[src/gotr_pkg.sv]
// Package for the gyro offset and trim register bank.
// Assumes an APB slave with word-aligned registers, byte data in bits 7:0.
package gotr_pkg;

    ////////////////////////////////////////////////////////////////////////
    // Register indices; byte address is four times the index
    localparam logic [5:0] IDX_TC_HIGH [3] = '{6'h04, 6'h07, 6'h0A};
    localparam logic [5:0] IDX_TC_LOW  [3] = '{6'h05, 6'h08, 6'h0B};
    localparam logic [5:0] IDX_SELFTEST_CODE_VALUE [3] = '{6'h0D, 6'h0E, 6'h0F};
    localparam logic [5:0] IDX_USR_HIGH    = 6'h13;
    localparam logic [5:0] IDX_USR_LOW     = 6'h14;
    localparam logic [5:0] IDX_PWR_CTRL    = 6'h20;

    ////////////////////////////////////////////////////////////////////////
    // Field positions
    localparam int LP_MSB        = 7;
    localparam int LP_LSB        = 2;
    localparam int TC_HI_MSB     = 1;
    localparam int PWR_SLEEP_BIT = 0;
    localparam int PWR_RESET_BIT = 7;

    ////////////////////////////////////////////////////////////////////////
    // Reset values
    localparam logic        SLEEP_RST = 1'b1;
    localparam logic [15:0] USR_RST   = 16'h0000;
    localparam logic [9:0]  TC_RST    = 10'h000;
    localparam logic [5:0]  LP_RST    = 6'h00;
    localparam logic [7:0]  ST_RST    = 8'h00;

    ////////////////////////////////////////////////////////////////////////
    // Compensation scale: micro-dps per degree C per coefficient step
    localparam int TC_STEP_UDPS = 2520;
    localparam int TC_FRAC_BITS = 16;

    typedef enum logic [1:0] {
        ST_LOAD = 2'b00,
        ST_RUN  = 2'b01
    } gotr_state_t;

endpackage : gotr_pkg

[src/gotr_regs.sv]
// Gyro offset trim register bank with APB slave and offset datapath.
// Assumes trim inputs are stable from reset release and samples are
// synchronous to pclk; temp_delta is whole degrees C from reference.
//
// Added by the designer: register access over APB.
`timescale 1ns/10ps

module gotr_regs #(
    parameter int GYRO_LSB_UDPS = 1000
) (
    input  wire logic                  pclk,
    input  wire logic                  presetn,
    input  wire logic                  psel,
    input  wire logic                  penable,
    input  wire logic                  pwrite,
    input  wire logic [7:0]            paddr,
    input  wire logic [31:0]           pwdata,
    input  wire logic [3:0]            pstrb,
    output logic      [31:0]           prdata,
    output logic                       pready,
    output logic                       pslverr,
    input  wire logic [2:0][9:0]       trim_tc,
    input  wire logic [2:0][5:0]       trim_lp,
    input  wire logic [2:0][7:0]       trim_st,
    input  wire logic                  raw_valid,
    input  wire logic [2:0][15:0]      gyro_raw,
    input  wire logic [7:0]            temp_delta,
    output logic      [2:0][15:0]      gyro_out,
    output logic                       out_valid,
    output logic                       sleep_mode
);
    import gotr_pkg::*;

    localparam int TC_GAIN_I = TC_STEP_UDPS * (2 ** TC_FRAC_BITS) / GYRO_LSB_UDPS;
    localparam logic signed [20:0] TC_GAIN = 21'(TC_GAIN_I);

    // Gain must fit 21 signed bits
    if (GYRO_LSB_UDPS < 1 || TC_GAIN_I >= (2 ** 20)) begin : g_chk
        $error("GYRO_LSB_UDPS too small");
    end

    ////////////////////////////////////////////////////////////////////////
    // State
    gotr_state_t     state_reg;
    logic [9:0]      tc_reg [3];
    logic [5:0]      lp_reg [3];
    logic [7:0]      st_reg [3];
    logic [15:0]     usr_reg;
    logic            sleep_reg;
    logic            pready_reg;
    logic            pslverr_reg;
    logic [31:0]     prdata_reg;
    logic [2:0][15:0] out_reg;
    logic            out_valid_reg;

    logic            pready_next;
    logic            done;
    logic            wr_en;
    logic [5:0]      idx;
    logic [7:0]      wbyte;
    logic [7:0]      rd_byte;
    logic            rd_mapped;
    logic            loading;
    logic            take;

    assign idx     = paddr[7:2];
    assign wbyte   = pwdata[7:0];
    assign loading = (state_reg == ST_LOAD);

    ////////////////////////////////////////////////////////////////////////
    // Corrected sample, saturated to 16 bits
    function automatic logic [15:0] correct(
        input logic [15:0] raw,
        input logic [9:0]  coeff,
        input logic [7:0]  temp,
        input logic [15:0] usr
    );
        logic signed [39:0] prod;
        logic signed [23:0] sum;
        prod = $signed(coeff) * $signed(temp);
        prod = prod * TC_GAIN;
        sum  = 24'($signed(raw)) + 24'(prod >>> TC_FRAC_BITS) + 24'($signed(usr));
        if (sum > 24'sh007FFF) begin
            correct = 16'h7FFF;
        end else if (sum < -24'sh008000) begin
            correct = 16'h8000;
        end else begin
            correct = sum[15:0];
        end
    endfunction : correct

    ////////////////////////////////////////////////////////////////////////
    // Read decode
    always_comb begin
        rd_byte   = 8'h00;
        rd_mapped = 1'b0;
        for (int i = 0; i < 3; i++) begin
            if (idx == IDX_TC_HIGH[i]) begin
                rd_byte   = {lp_reg[i], tc_reg[i][9:8]};
                rd_mapped = 1'b1;
            end
            if (idx == IDX_TC_LOW[i]) begin
                rd_byte   = tc_reg[i][7:0];
                rd_mapped = 1'b1;
            end
            if (idx == IDX_SELFTEST_CODE_VALUE[i]) begin
                rd_byte   = st_reg[i];
                rd_mapped = 1'b1;
            end
        end
        case (idx)
            IDX_USR_HIGH: begin
                rd_byte   = usr_reg[15:8];
                rd_mapped = 1'b1;
            end
            IDX_USR_LOW: begin
                rd_byte   = usr_reg[7:0];
                rd_mapped = 1'b1;
            end
            IDX_PWR_CTRL: begin
                rd_byte   = {7'h00, sleep_reg};
                rd_mapped = 1'b1;
            end
            default: begin
            end
        endcase
        if (paddr[1:0] != 2'b00) begin
            rd_byte   = 8'h00;
            rd_mapped = 1'b0;
        end
    end

    ////////////////////////////////////////////////////////////////////////
    // APB handshake: one wait state, held off while trims load
    assign pready_next = psel & penable & ~pready_reg & ~loading;
    assign done        = psel & penable & pready_reg;
    assign wr_en       = done & pwrite & pstrb[0] & ~pslverr_reg;

    always_ff @(posedge pclk or negedge presetn) begin
        if (!presetn) begin
            pready_reg  <= 1'b0;
            pslverr_reg <= 1'b0;
            prdata_reg  <= 32'h0000_0000;
        end else begin
            pready_reg <= pready_next;
            if (pready_next) begin
                pslverr_reg <= ~rd_mapped;
                prdata_reg  <= pwrite ? 32'h0000_0000 : {24'h00_0000, rd_byte};
            end else begin
                pslverr_reg <= 1'b0;
            end
        end
    end

    ////////////////////////////////////////////////////////////////////////
    // Load sequencer; device reset bit returns here
    always_ff @(posedge pclk or negedge presetn) begin
        if (!presetn) begin
            state_reg <= ST_LOAD;
        end else begin
            case (state_reg)
                ST_LOAD: begin
                    state_reg <= ST_RUN;
                end
                ST_RUN: begin
                    if (wr_en && idx == IDX_PWR_CTRL && wbyte[PWR_RESET_BIT]) begin
                        state_reg <= ST_LOAD;
                    end
                end
                default: begin
                    state_reg <= ST_LOAD;
                end
            endcase
        end
    end

    ////////////////////////////////////////////////////////////////////////
    // Trim registers; reload wins over any earlier software value
    always_ff @(posedge pclk or negedge presetn) begin
        if (!presetn) begin
            for (int i = 0; i < 3; i++) begin
                tc_reg[i] <= TC_RST;
                lp_reg[i] <= LP_RST;
                st_reg[i] <= ST_RST;
            end
        end else if (loading) begin
            for (int i = 0; i < 3; i++) begin
                tc_reg[i] <= trim_tc[i];
                lp_reg[i] <= trim_lp[i];
                st_reg[i] <= trim_st[i];
            end
        end else if (wr_en) begin
            for (int i = 0; i < 3; i++) begin
                if (idx == IDX_TC_HIGH[i]) begin
                    lp_reg[i]       <= wbyte[LP_MSB:LP_LSB];
                    tc_reg[i][9:8]  <= wbyte[TC_HI_MSB:0];
                end
                if (idx == IDX_TC_LOW[i]) begin
                    tc_reg[i][7:0]  <= wbyte;
                end
                if (idx == IDX_SELFTEST_CODE_VALUE[i]) begin
                    st_reg[i] <= wbyte;
                end
            end
        end
    end

    ////////////////////////////////////////////////////////////////////////
    // User offset, one byte per write
    always_ff @(posedge pclk or negedge presetn) begin
        if (!presetn) begin
            usr_reg <= USR_RST;
        end else if (loading) begin
            usr_reg <= USR_RST;
        end else if (wr_en && idx == IDX_USR_HIGH) begin
            usr_reg[15:8] <= wbyte;
        end else if (wr_en && idx == IDX_USR_LOW) begin
            usr_reg[7:0] <= wbyte;
        end
    end

    ////////////////////////////////////////////////////////////////////////
    // Sleep control
    always_ff @(posedge pclk or negedge presetn) begin
        if (!presetn) begin
            sleep_reg <= SLEEP_RST;
        end else if (loading) begin
            sleep_reg <= SLEEP_RST;
        end else if (wr_en && idx == IDX_PWR_CTRL) begin
            sleep_reg <= wbyte[PWR_SLEEP_BIT];
        end
    end

    ////////////////////////////////////////////////////////////////////////
    // Sample path; samples are dropped while asleep
    assign take = raw_valid & ~sleep_reg & ~loading;

    always_ff @(posedge pclk or negedge presetn) begin
        if (!presetn) begin
            out_valid_reg <= 1'b0;
            out_reg       <= '0;
        end else begin
            out_valid_reg <= take;
            if (take) begin
                // Compensation has no enable; coefficient alone decides
                for (int i = 0; i < 3; i++) begin
                    out_reg[i] <= correct(gyro_raw[i], tc_reg[i], temp_delta,
                                          (i == 0) ? usr_reg : 16'h0000);
                end
            end
        end
    end

    assign prdata     = prdata_reg;
    assign pready     = pready_reg;
    assign pslverr    = pslverr_reg;
    assign gyro_out   = out_reg;
    assign out_valid  = out_valid_reg;
    assign sleep_mode = sleep_reg;

    ////////////////////////////////////////////////////////////////////////
    // Checks
    property p_sleep_load;
        @(posedge pclk) disable iff (!presetn)
        loading |=> sleep_reg && !out_valid_reg;
    endproperty
    a_sleep_load: assert property (p_sleep_load)
        else $error("not asleep after load");

    property p_tc_load;
        @(posedge pclk) disable iff (!presetn)
        loading |=> tc_reg[1] == $past(trim_tc[1]) && usr_reg == 16'h0000;
    endproperty
    a_tc_load: assert property (p_tc_load)
        else $error("trim not loaded");

    property p_tc_low_wr;
        @(posedge pclk) disable iff (!presetn)
        wr_en && idx == IDX_TC_LOW[2] |=> tc_reg[2][7:0] == $past(wbyte)
            && $stable(tc_reg[2][9:8]);
    endproperty
    a_tc_low_wr: assert property (p_tc_low_wr)
        else $error("coefficient low write lost");

    property p_lp_wr;
        @(posedge pclk) disable iff (!presetn)
        wr_en && idx == IDX_TC_HIGH[0] |=> lp_reg[0] == $past(wbyte[7:2])
            && tc_reg[0][9:8] == $past(wbyte[1:0]);
    endproperty
    a_lp_wr: assert property (p_lp_wr)
        else $error("high register write wrong");

    property p_zero_coeff;
        @(posedge pclk) disable iff (!presetn)
        take && tc_reg[1] == 10'h000 |=> gyro_out[1] == $past(gyro_raw[1]);
    endproperty
    a_zero_coeff: assert property (p_zero_coeff)
        else $error("zero coefficient changed output");

    property p_user_add;
        @(posedge pclk) disable iff (!presetn)
        take && tc_reg[0] == 10'h000 && gyro_raw[0] == 16'h0000
            |=> gyro_out[0] == $past(usr_reg);
    endproperty
    a_user_add: assert property (p_user_add)
        else $error("user offset not added");

    property p_st_read;
        @(posedge pclk) disable iff (!presetn)
        pready_next && !pwrite && paddr == {IDX_SELFTEST_CODE_VALUE[1], 2'b00}
            |=> prdata_reg == {24'h00_0000, st_reg[1]};
    endproperty
    a_st_read: assert property (p_st_read)
        else $error("self-test read wrong");

    property p_unmapped;
        @(posedge pclk) disable iff (!presetn)
        pready_next && !rd_mapped |=> pslverr_reg && prdata_reg == 32'h0000_0000;
    endproperty
    a_unmapped: assert property (p_unmapped)
        else $error("unmapped access not refused");

    property p_ready_bound;
        @(posedge pclk) disable iff (!presetn)
        psel && penable |-> ##[0:2] pready_reg;
    endproperty
    a_ready_bound: assert property (p_ready_bound)
        else $error("pready late");

    property p_sleep_drop;
        @(posedge pclk) disable iff (!presetn)
        raw_valid && sleep_reg |=> !out_valid_reg;
    endproperty
    a_sleep_drop: assert property (p_sleep_drop)
        else $error("sample taken while asleep");

    property p_st_load;
        @(posedge pclk) disable iff (!presetn)
        loading |=> st_reg[0] == $past(trim_st[0]) && lp_reg[2] == $past(trim_lp[2]);
    endproperty
    a_st_load: assert property (p_st_load)
        else $error("self-test code not loaded");

    property p_strb_off;
        @(posedge pclk) disable iff (!presetn)
        done && pwrite && !pstrb[0] |=> $stable(tc_reg[1]) && $stable(usr_reg);
    endproperty
    a_strb_off: assert property (p_strb_off)
        else $error("write without strobe took effect");

    c_user_wr: cover property (@(posedge pclk) disable iff (!presetn)
        wr_en && idx == IDX_USR_LOW);
    c_dev_reset: cover property (@(posedge pclk) disable iff (!presetn)
        $rose(loading));
    c_sample: cover property (@(posedge pclk) disable iff (!presetn)
        take && tc_reg[0] != 10'h000);
    c_zero_user: cover property (@(posedge pclk) disable iff (!presetn)
        take && tc_reg[0] == 10'h000 && gyro_raw[0] == 16'h0000);
    c_refused: cover property (@(posedge pclk) disable iff (!presetn)
        done && pslverr_reg);

endmodule : gotr_regs

[config.mk]
export PLATFORM = sky130hd
export DESIGN_NAME = gotr_regs
export DESIGN_NICKNAME = d
export VERILOG_FILES = /design/src/gotr_pkg.sv /design/src/gotr_regs.sv
export SDC_FILE = /design/constraint.sdc
export NUM_CORES = 2
export LEC_CHECK = 0
export BUFFER_PORTS_ARGS = -buffer_cell sky130_fd_sc_hd__buf_2
export CAP_MARGIN = 10
export CORE_UTILIZATION = 30
export CTS_CLUSTER_SIZE = 10
export DETAILED_ROUTE_END_ITERATION = 10
export PLACE_DENSITY = 0.47
export SYNTH_ARGS = -nofsm -noshare
export SYNTH_HDL_FRONTEND = slang
export SYNTH_SLANG_ARGS = --single-unit
[constraint.sdc]
create_clock -name pclk -period 13.1 [get_ports pclk]
set_input_delay 1.965 -clock pclk [delete_from_list [all_inputs] [get_ports pclk]]
set_output_delay 1.965 -clock pclk [all_outputs]
set_load 0.05 [all_outputs]
==> After elaboration in Yosys (flattened, before gate mapping) <==
Index checks and enable logic that the tools add are counted.
{ "word_totals": {"out_inout_bits": 84, "reg_bits": 174, "inputBits": 178, "word_cells": 154} }
{ "classes": {"n_reduce_logical": 30, "addsub": 4, "bitwise": 14, "n_eq_ne": 15, "multipliers": 6, "mux": 56, "magnitude_cmp": 6} }
{ "op_table": {"columns": ["op", "n"], "rows": [
  ["two-way mux 8 bit", 20],
  ["two-way mux 16 bit", 7],
  ["multiplier 18 x 18 -> 36 bit, second input constant", 3],
  ["adder 16 x 21 -> 22 bit", 3],
  ["two-way mux 30 bit", 2],
  ["multiplier 10 x 8 -> 18 bit", 3],
  ["two-way mux 24 bit", 2],
  ["> comparator 22 x 16 -> 1 bit, second input constant", 2],
  ["less-than comparator 22 x 16 -> 1 bit, second input constant", 2],
  ["== test 6 x 4 -> 1 bit, second input constant", 6],
  ["two-way mux 18 bit", 2],
  ["nonzero test 2 bit", 14],
  ["one-hot mux 8 bit (3 select lines)", 1],
  ["adder 22 x 16 -> 23 bit", 1],
  ["> comparator 23 x 16 -> 1 bit, second input constant", 1],
  ["less-than comparator 23 x 16 -> 1 bit, second input constant", 1],
  ["AND reduction 2 bit", 10],
  ["== test 6 x 3 -> 1 bit, second input constant", 3],
  ["two-way mux 6 bit", 3],
  ["two-way mux 1 bit", 14],
  ["== test 6 x 5 -> 1 bit, second input constant", 2],
  ["AND 1 bit", 9],
  ["two-way mux 2 bit", 4],
  ["== test 6 bit, second input constant", 1],
  ["7 further kinds", 15]
]} }

==> Depth between registers and ports, before layout <==
{ "depth": {"word_depth": 14, "ltp_mapped": 55, "ltp_nobuf": 51} }

==> Least setup slack after synthesis <==
Ideal clock, no wire load.
{ "synth_timing": {"path_type": "input port to flip-flop", "start": "input port temp_delta[7]", "end": "register out_reg (netlist bit gyro_out[14])", "required_ns": 12.971, "arrival_time_ns": 14.018, "n_path_buf": 5, "setup_time_ns": 0.129, "stages": 51, "path_slack_ns": -1.047, "cell_sequence": "inv_1 clkbuf_1 fa_1 fa_1 inv_1 fa_1 inv_1 fa_1 inv_1 ha_1 nand2_1 o211ai_1 a31oi_1 a21oi_1 mux2i_1 nor2_1 clkbuf_1 clkbuf_1 (+15 left out) nor2_1 nor2_1 a21o_1 xnor2_1 fa_1 inv_1 ha_1 and3_4 a21boi_0 a211o_1 o21ai_1 and2b_1 xnor2_1 or3_1 or4_4 o31ai_4 buf_8 a21oi_2"} }
{ "synth_via": {"elab_chain_cells": 7, "word_cells_on_any_way": 8, "cone_classes": "2 x add/sub; 2 x mul; 2 x order compare; 2 x mux"} }
{ "synth_lines": {"columns": ["element", "line_no", "source"], "rows": [
  ["start, declared", "gotr_regs.sv:27", "input wire logic [7:0] temp_delta,"],
  ["multiplier 10 x 8 -> 18 bit (*)", "gotr_regs.sv:80", "prod = $signed(coeff) * $signed(temp);"],
  ["multiplier 18 x 18 -> 36 bit (*)", "gotr_regs.sv:81", "prod = prod * TC_GAIN;"],
  ["adder 16 x 21 -> 22 bit (*)", "gotr_regs.sv:82", "sum = 24'($signed(raw)) + 24'(prod >>> TC_FRAC_BITS) + 24'($signed(usr));"],
  ["adder 22 x 16 -> 23 bit (*)", "gotr_regs.sv:82", null],
  ["less-than comparator 23 x 16 -> 1 bit", "gotr_regs.sv:85", "end else if (sum < -24'sh008000) begin"],
  ["two-way mux 16 bit", "gotr_regs.sv:85", null],
  ["two-way mux 16 bit (*)", "gotr_regs.sv:83", "if (sum > 24'sh007FFF) begin"],
  ["end signal, assigned by index", "gotr_regs.sv:247", "out_reg[i] <= correct(gyro_raw[i], tc_reg[i], temp_delta,"],
  ["end, declared", "gotr_regs.sv:53", "logic [2:0][15:0] out_reg;"]
]} }
Every way passes the cells marked *; elsewhere a longest branch is shown, timed or not.
A chain may end at the register's enable or synchronous reset.

==> Final worst setup path <==
{ "layout_timing": {"start": "input port temp_delta[5]", "end": "register out_reg (netlist bit gyro_out[1])"} }
Same word-level chain as after synthesis.

==> out/metrics.json <==
{
  "outcome": "finished, final reports clean",
  "clkLatencyLatePin_ps": 530,
  "die_w_um": 350,
  "routed_vias_inst": 4.56,
  "cts_tree": "built",
  "pin_count_of_the_biggest_net_entering_global_routing": 95,
  "maxClockFrequency_mhz": 77.8,
  "synth_top_cell_by_area": "fa_1",
  "ctsLongestPathBuffers": 2,
  "clock_tree.root_cell": "clkbuf_16",
  "clock_tree.htree_level_count": 4,
  "period_minus_slack_ps": 12860,
  "synth_top_area_share_pct": 26.6,
  "layout.nets": 6072,
  "timing.max_slew.rel_slack_pct": 27.1,
  "share_of_final_layout_standard_cells_stronger_than_drive_strength_1_pct": 22.9,
  "area_of_the_core_region_um2": 120000,
  "sort_of_element_at_the_end_of_the_critical_path": "register",
  "max_cap_violations": 0,
  "critical_path.most_common_cell": "fa_1",
  "vias_in_the_first_global_route": 30400,
  "boundaryPins": 262,
  "synth_warnings": 0,
  "clock_sinks": 149,
  "detailed_place_hpwl_um": 83100,
  "route.antenna.remaining_nets": 0,
  "min-delay-path-class": "register to register",
  "slowest_delay_ps": 590,
  "flow.area_growth_from_synthesis_pct": 24.7,
  "postSynth.topFlopCell": "dfrtp_1",
  "post_synth_inst_count": 4179,
  "grt_use_total_pct": 16.6,
  "clock_skew_ps": 21.2,
  "cts_hold_repair.buffers": 0,
  "largest_reg_flops": 48,
  "critical_path_arrival_ps": 13310,
  "route.detailed.wl_per_inst_um": 15.4,
  "io_buffer_count": 210,
  "grt_setup_unrepaired": "true",
  "drtPass1Iterations": 7,
  "dr.first_iter.drc_count": 1215,
  "synth-seq-area-share_pct": 10.2,
  "die_area_um2": 123000,
  "critical_path_class": "primary input to register",
  "asyncSetResetFlopFracSynth_pct": 100,
  "preCtsSetupSlack_ps": -823,
  "syn_avg_cell_area_um2": 8.71,
  "synth_area_um2": 36400,
  "synth_seq_cells": 149,
  "drv_slew": 0,
  "setup-violations-final": 0,
  "worst_setup_path_start_kind": "primary input",
  "final.period_utilization_pct": 98.2,
  "clkSlewWorstSetupHoldPaths_ps": 80,
  "yosys.cell_types.count": 98,
  "hold_violations": 0,
  "worst-slew-pin-transition_ps": 1090,
  "synth-edff-count": 0,
  "detail_route.wirelength_um": 99800,
  "largest_fanout_on_the_critical_path": 7,
  "fp-row-count": 127,
  "tritoncts.num_buffers": 17,
  "dr_total_vias": 29600,
  "ys_top_cells_by_area": "fa_1 27%, ha_1 19%, dfrtp_1 10%",
  "place.gp.congestion": 0.813,
  "cpMaxStageDelayCell": "fa_1",
  "layout_setup_ws_ps": 242,
  "die_h_um": 350,
  "route.detailed.drc": 0,
  "grt_pass1_wl_um": 161000,
  "gr-total-overflow": 0,
  "timing.critical_path.required_ps": 13550,
  "initial_utilization_pct": 30.3,
  "antenna_found_initial": 4
}
stage by stage:
stage	cells	hold WS (ps)	area, µm²	TNS, ps	util, %
after floorplan	4202	530	36700	0	-
after global placement	6387	460	43000	-30930	35.8
after detailed placement	6387	463	43000	-33100	35.8
after CTS	6422	483	43700	0	36.4
after global routing	6478	505	45400	-3320	37.8
final	6479	482	45400	0	37.8
cells in the final DEF, fill, tap and decap left out, types with 12 or more instances in the layout:
cell | netlist | routed
inv_1 | 887 | 863
nand2b_1 | 30 | 29
buf_4 | 25 | 544
o21ai_0 | 105 | 84
fa_1 | 483 | 476
a21oi_2 | 11 | 44
nand2_1 | 227 | 214
dfrtp_1 | 148 | 147
xor2_1 | 72 | 67
mux2_2 | 17 | 17
o21a_1 | 30 | 30
inv_2 | 3 | 25
nand3_1 | 47 | 43
and3_1 | 25 | 18
nor3_1 | 63 | 54
o21ai_2 | 0 | 13
o211ai_1 | 13 | 13
buf_12 | 0 | 12
ha_4 | 0 | 27
o21ai_1 | 27 | 34
ha_1 | 558 | 527
a211oi_1 | 19 | 13
o31ai_1 | 14 | 14
nor2b_1 | 28 | 28
a22oi_1 | 14 | 14
and2_1 | 150 | 145
nand2_2 | 10 | 22
o21bai_1 | 22 | 20
clkbuf_16 | 0 | 19
xnor2_1 | 140 | 128
a21oi_1 | 243 | 208
a21o_1 | 51 | 51
buf_6 | 2 | 20
nor2_1 | 273 | 262
buf_2 | 2 | 201
conb_1 | 1 | 24
mux2i_1 | 100 | 99
a31oi_1 | 29 | 23
worst paths after layout:
kind                                to  slack (ps)           from  depth (start not counted)
max                        gyro_out[1]         240  temp_delta[5]                         47
min                          prdata[5]         480      prdata[5]                          1
min reg2reg                  prdata[5]         480      prdata[5]                          1
max reg2reg                gyro_out[1]        1070     tc_reg[23]                         47
max in group asynchronous    out_valid       10030        presetn                          2
min in group asynchronous   tc_reg[11]        1570        presetn                          1
cells by family after synthesis:
kind of cell / Yosys count / synth area share [%]
AO/OA/AOI/OAI: 686 / 12.1
flip-flops: 149 / 10.2
buffers and inverters: 1046 / 11.1
other: 1 / 0.0103
AND/OR/NAND/NOR: 927 / 12.4
XOR/XNOR: 212 / 5.10
multiplexers: 117 / 3.28
adder cells (fa/ha/maj): 1041 / 45.7
metal layers:
| layer | vias to the layer above | global-route usage, % | wire (µm) |
|---|---|---|---|
| met5 | - | 0 | 24 |
| met2 | 429 | 26.9 | 45500 |
| met1 | 14300 | 23.2 | 48700 |
| met4 | 4 | 3.74 | 1820 |
| met3 | 72 | 2.41 | 3860 |
| li1 | 14800 | - | - |
cells in the mapped netlist, drive strengths merged (8+ instances only):
cell type	number
nand4	8
o21bai	22
buf	36
and3	26
a211oi	20
clkbuf	119
or4	8
o21ai	132
a31oi	29
fa	483
dfrtp	148
o21a	30
a21oi	254
mux2i	100
a22oi	14
nor2	273
o31ai	18
a21o	51
nor4	11
xor2	72
o22ai	11
a221oi	8
ha	558
and2	151
nor2b	28
nand2b	30
xnor2	140
or2	12
or3	8
nand2	238
nand3	47
inv	890
o211ai	14
nor3	65
mux2	17
area by class of cell:
type,instances,area [µm²]
clock inverter,14,158
fill,12500,74700
multi-input combinational,3007,30000
timing repair buffer,787,5730
sequential,149,3730
clock buffer,18,429
tap,1612,2020
inverter,891,3350
antenna,1,2.50
timing repair:
item / CTS / global route
pin swaps: 4 / 190
cloned: 0 / 3
resized for setup: 21 / 289
setup buffers: 3 / 53
endpoints found under the setup margin: 45 / 47
critical path: cells and delay by family:
family / cells / cell delay, ps
AO/OA/AOI/OAI: 13 / 2930
XOR/XNOR: 1 / 190
AND/OR/NAND/NOR: 9 / 1250
adder cells (fa/ha/maj): 13 / 5680
buffers and inverters: 11 / 1250
Power is not shown: default switching activity piles up to over one toggle a cycle in this logic, so the estimate is an artifact.
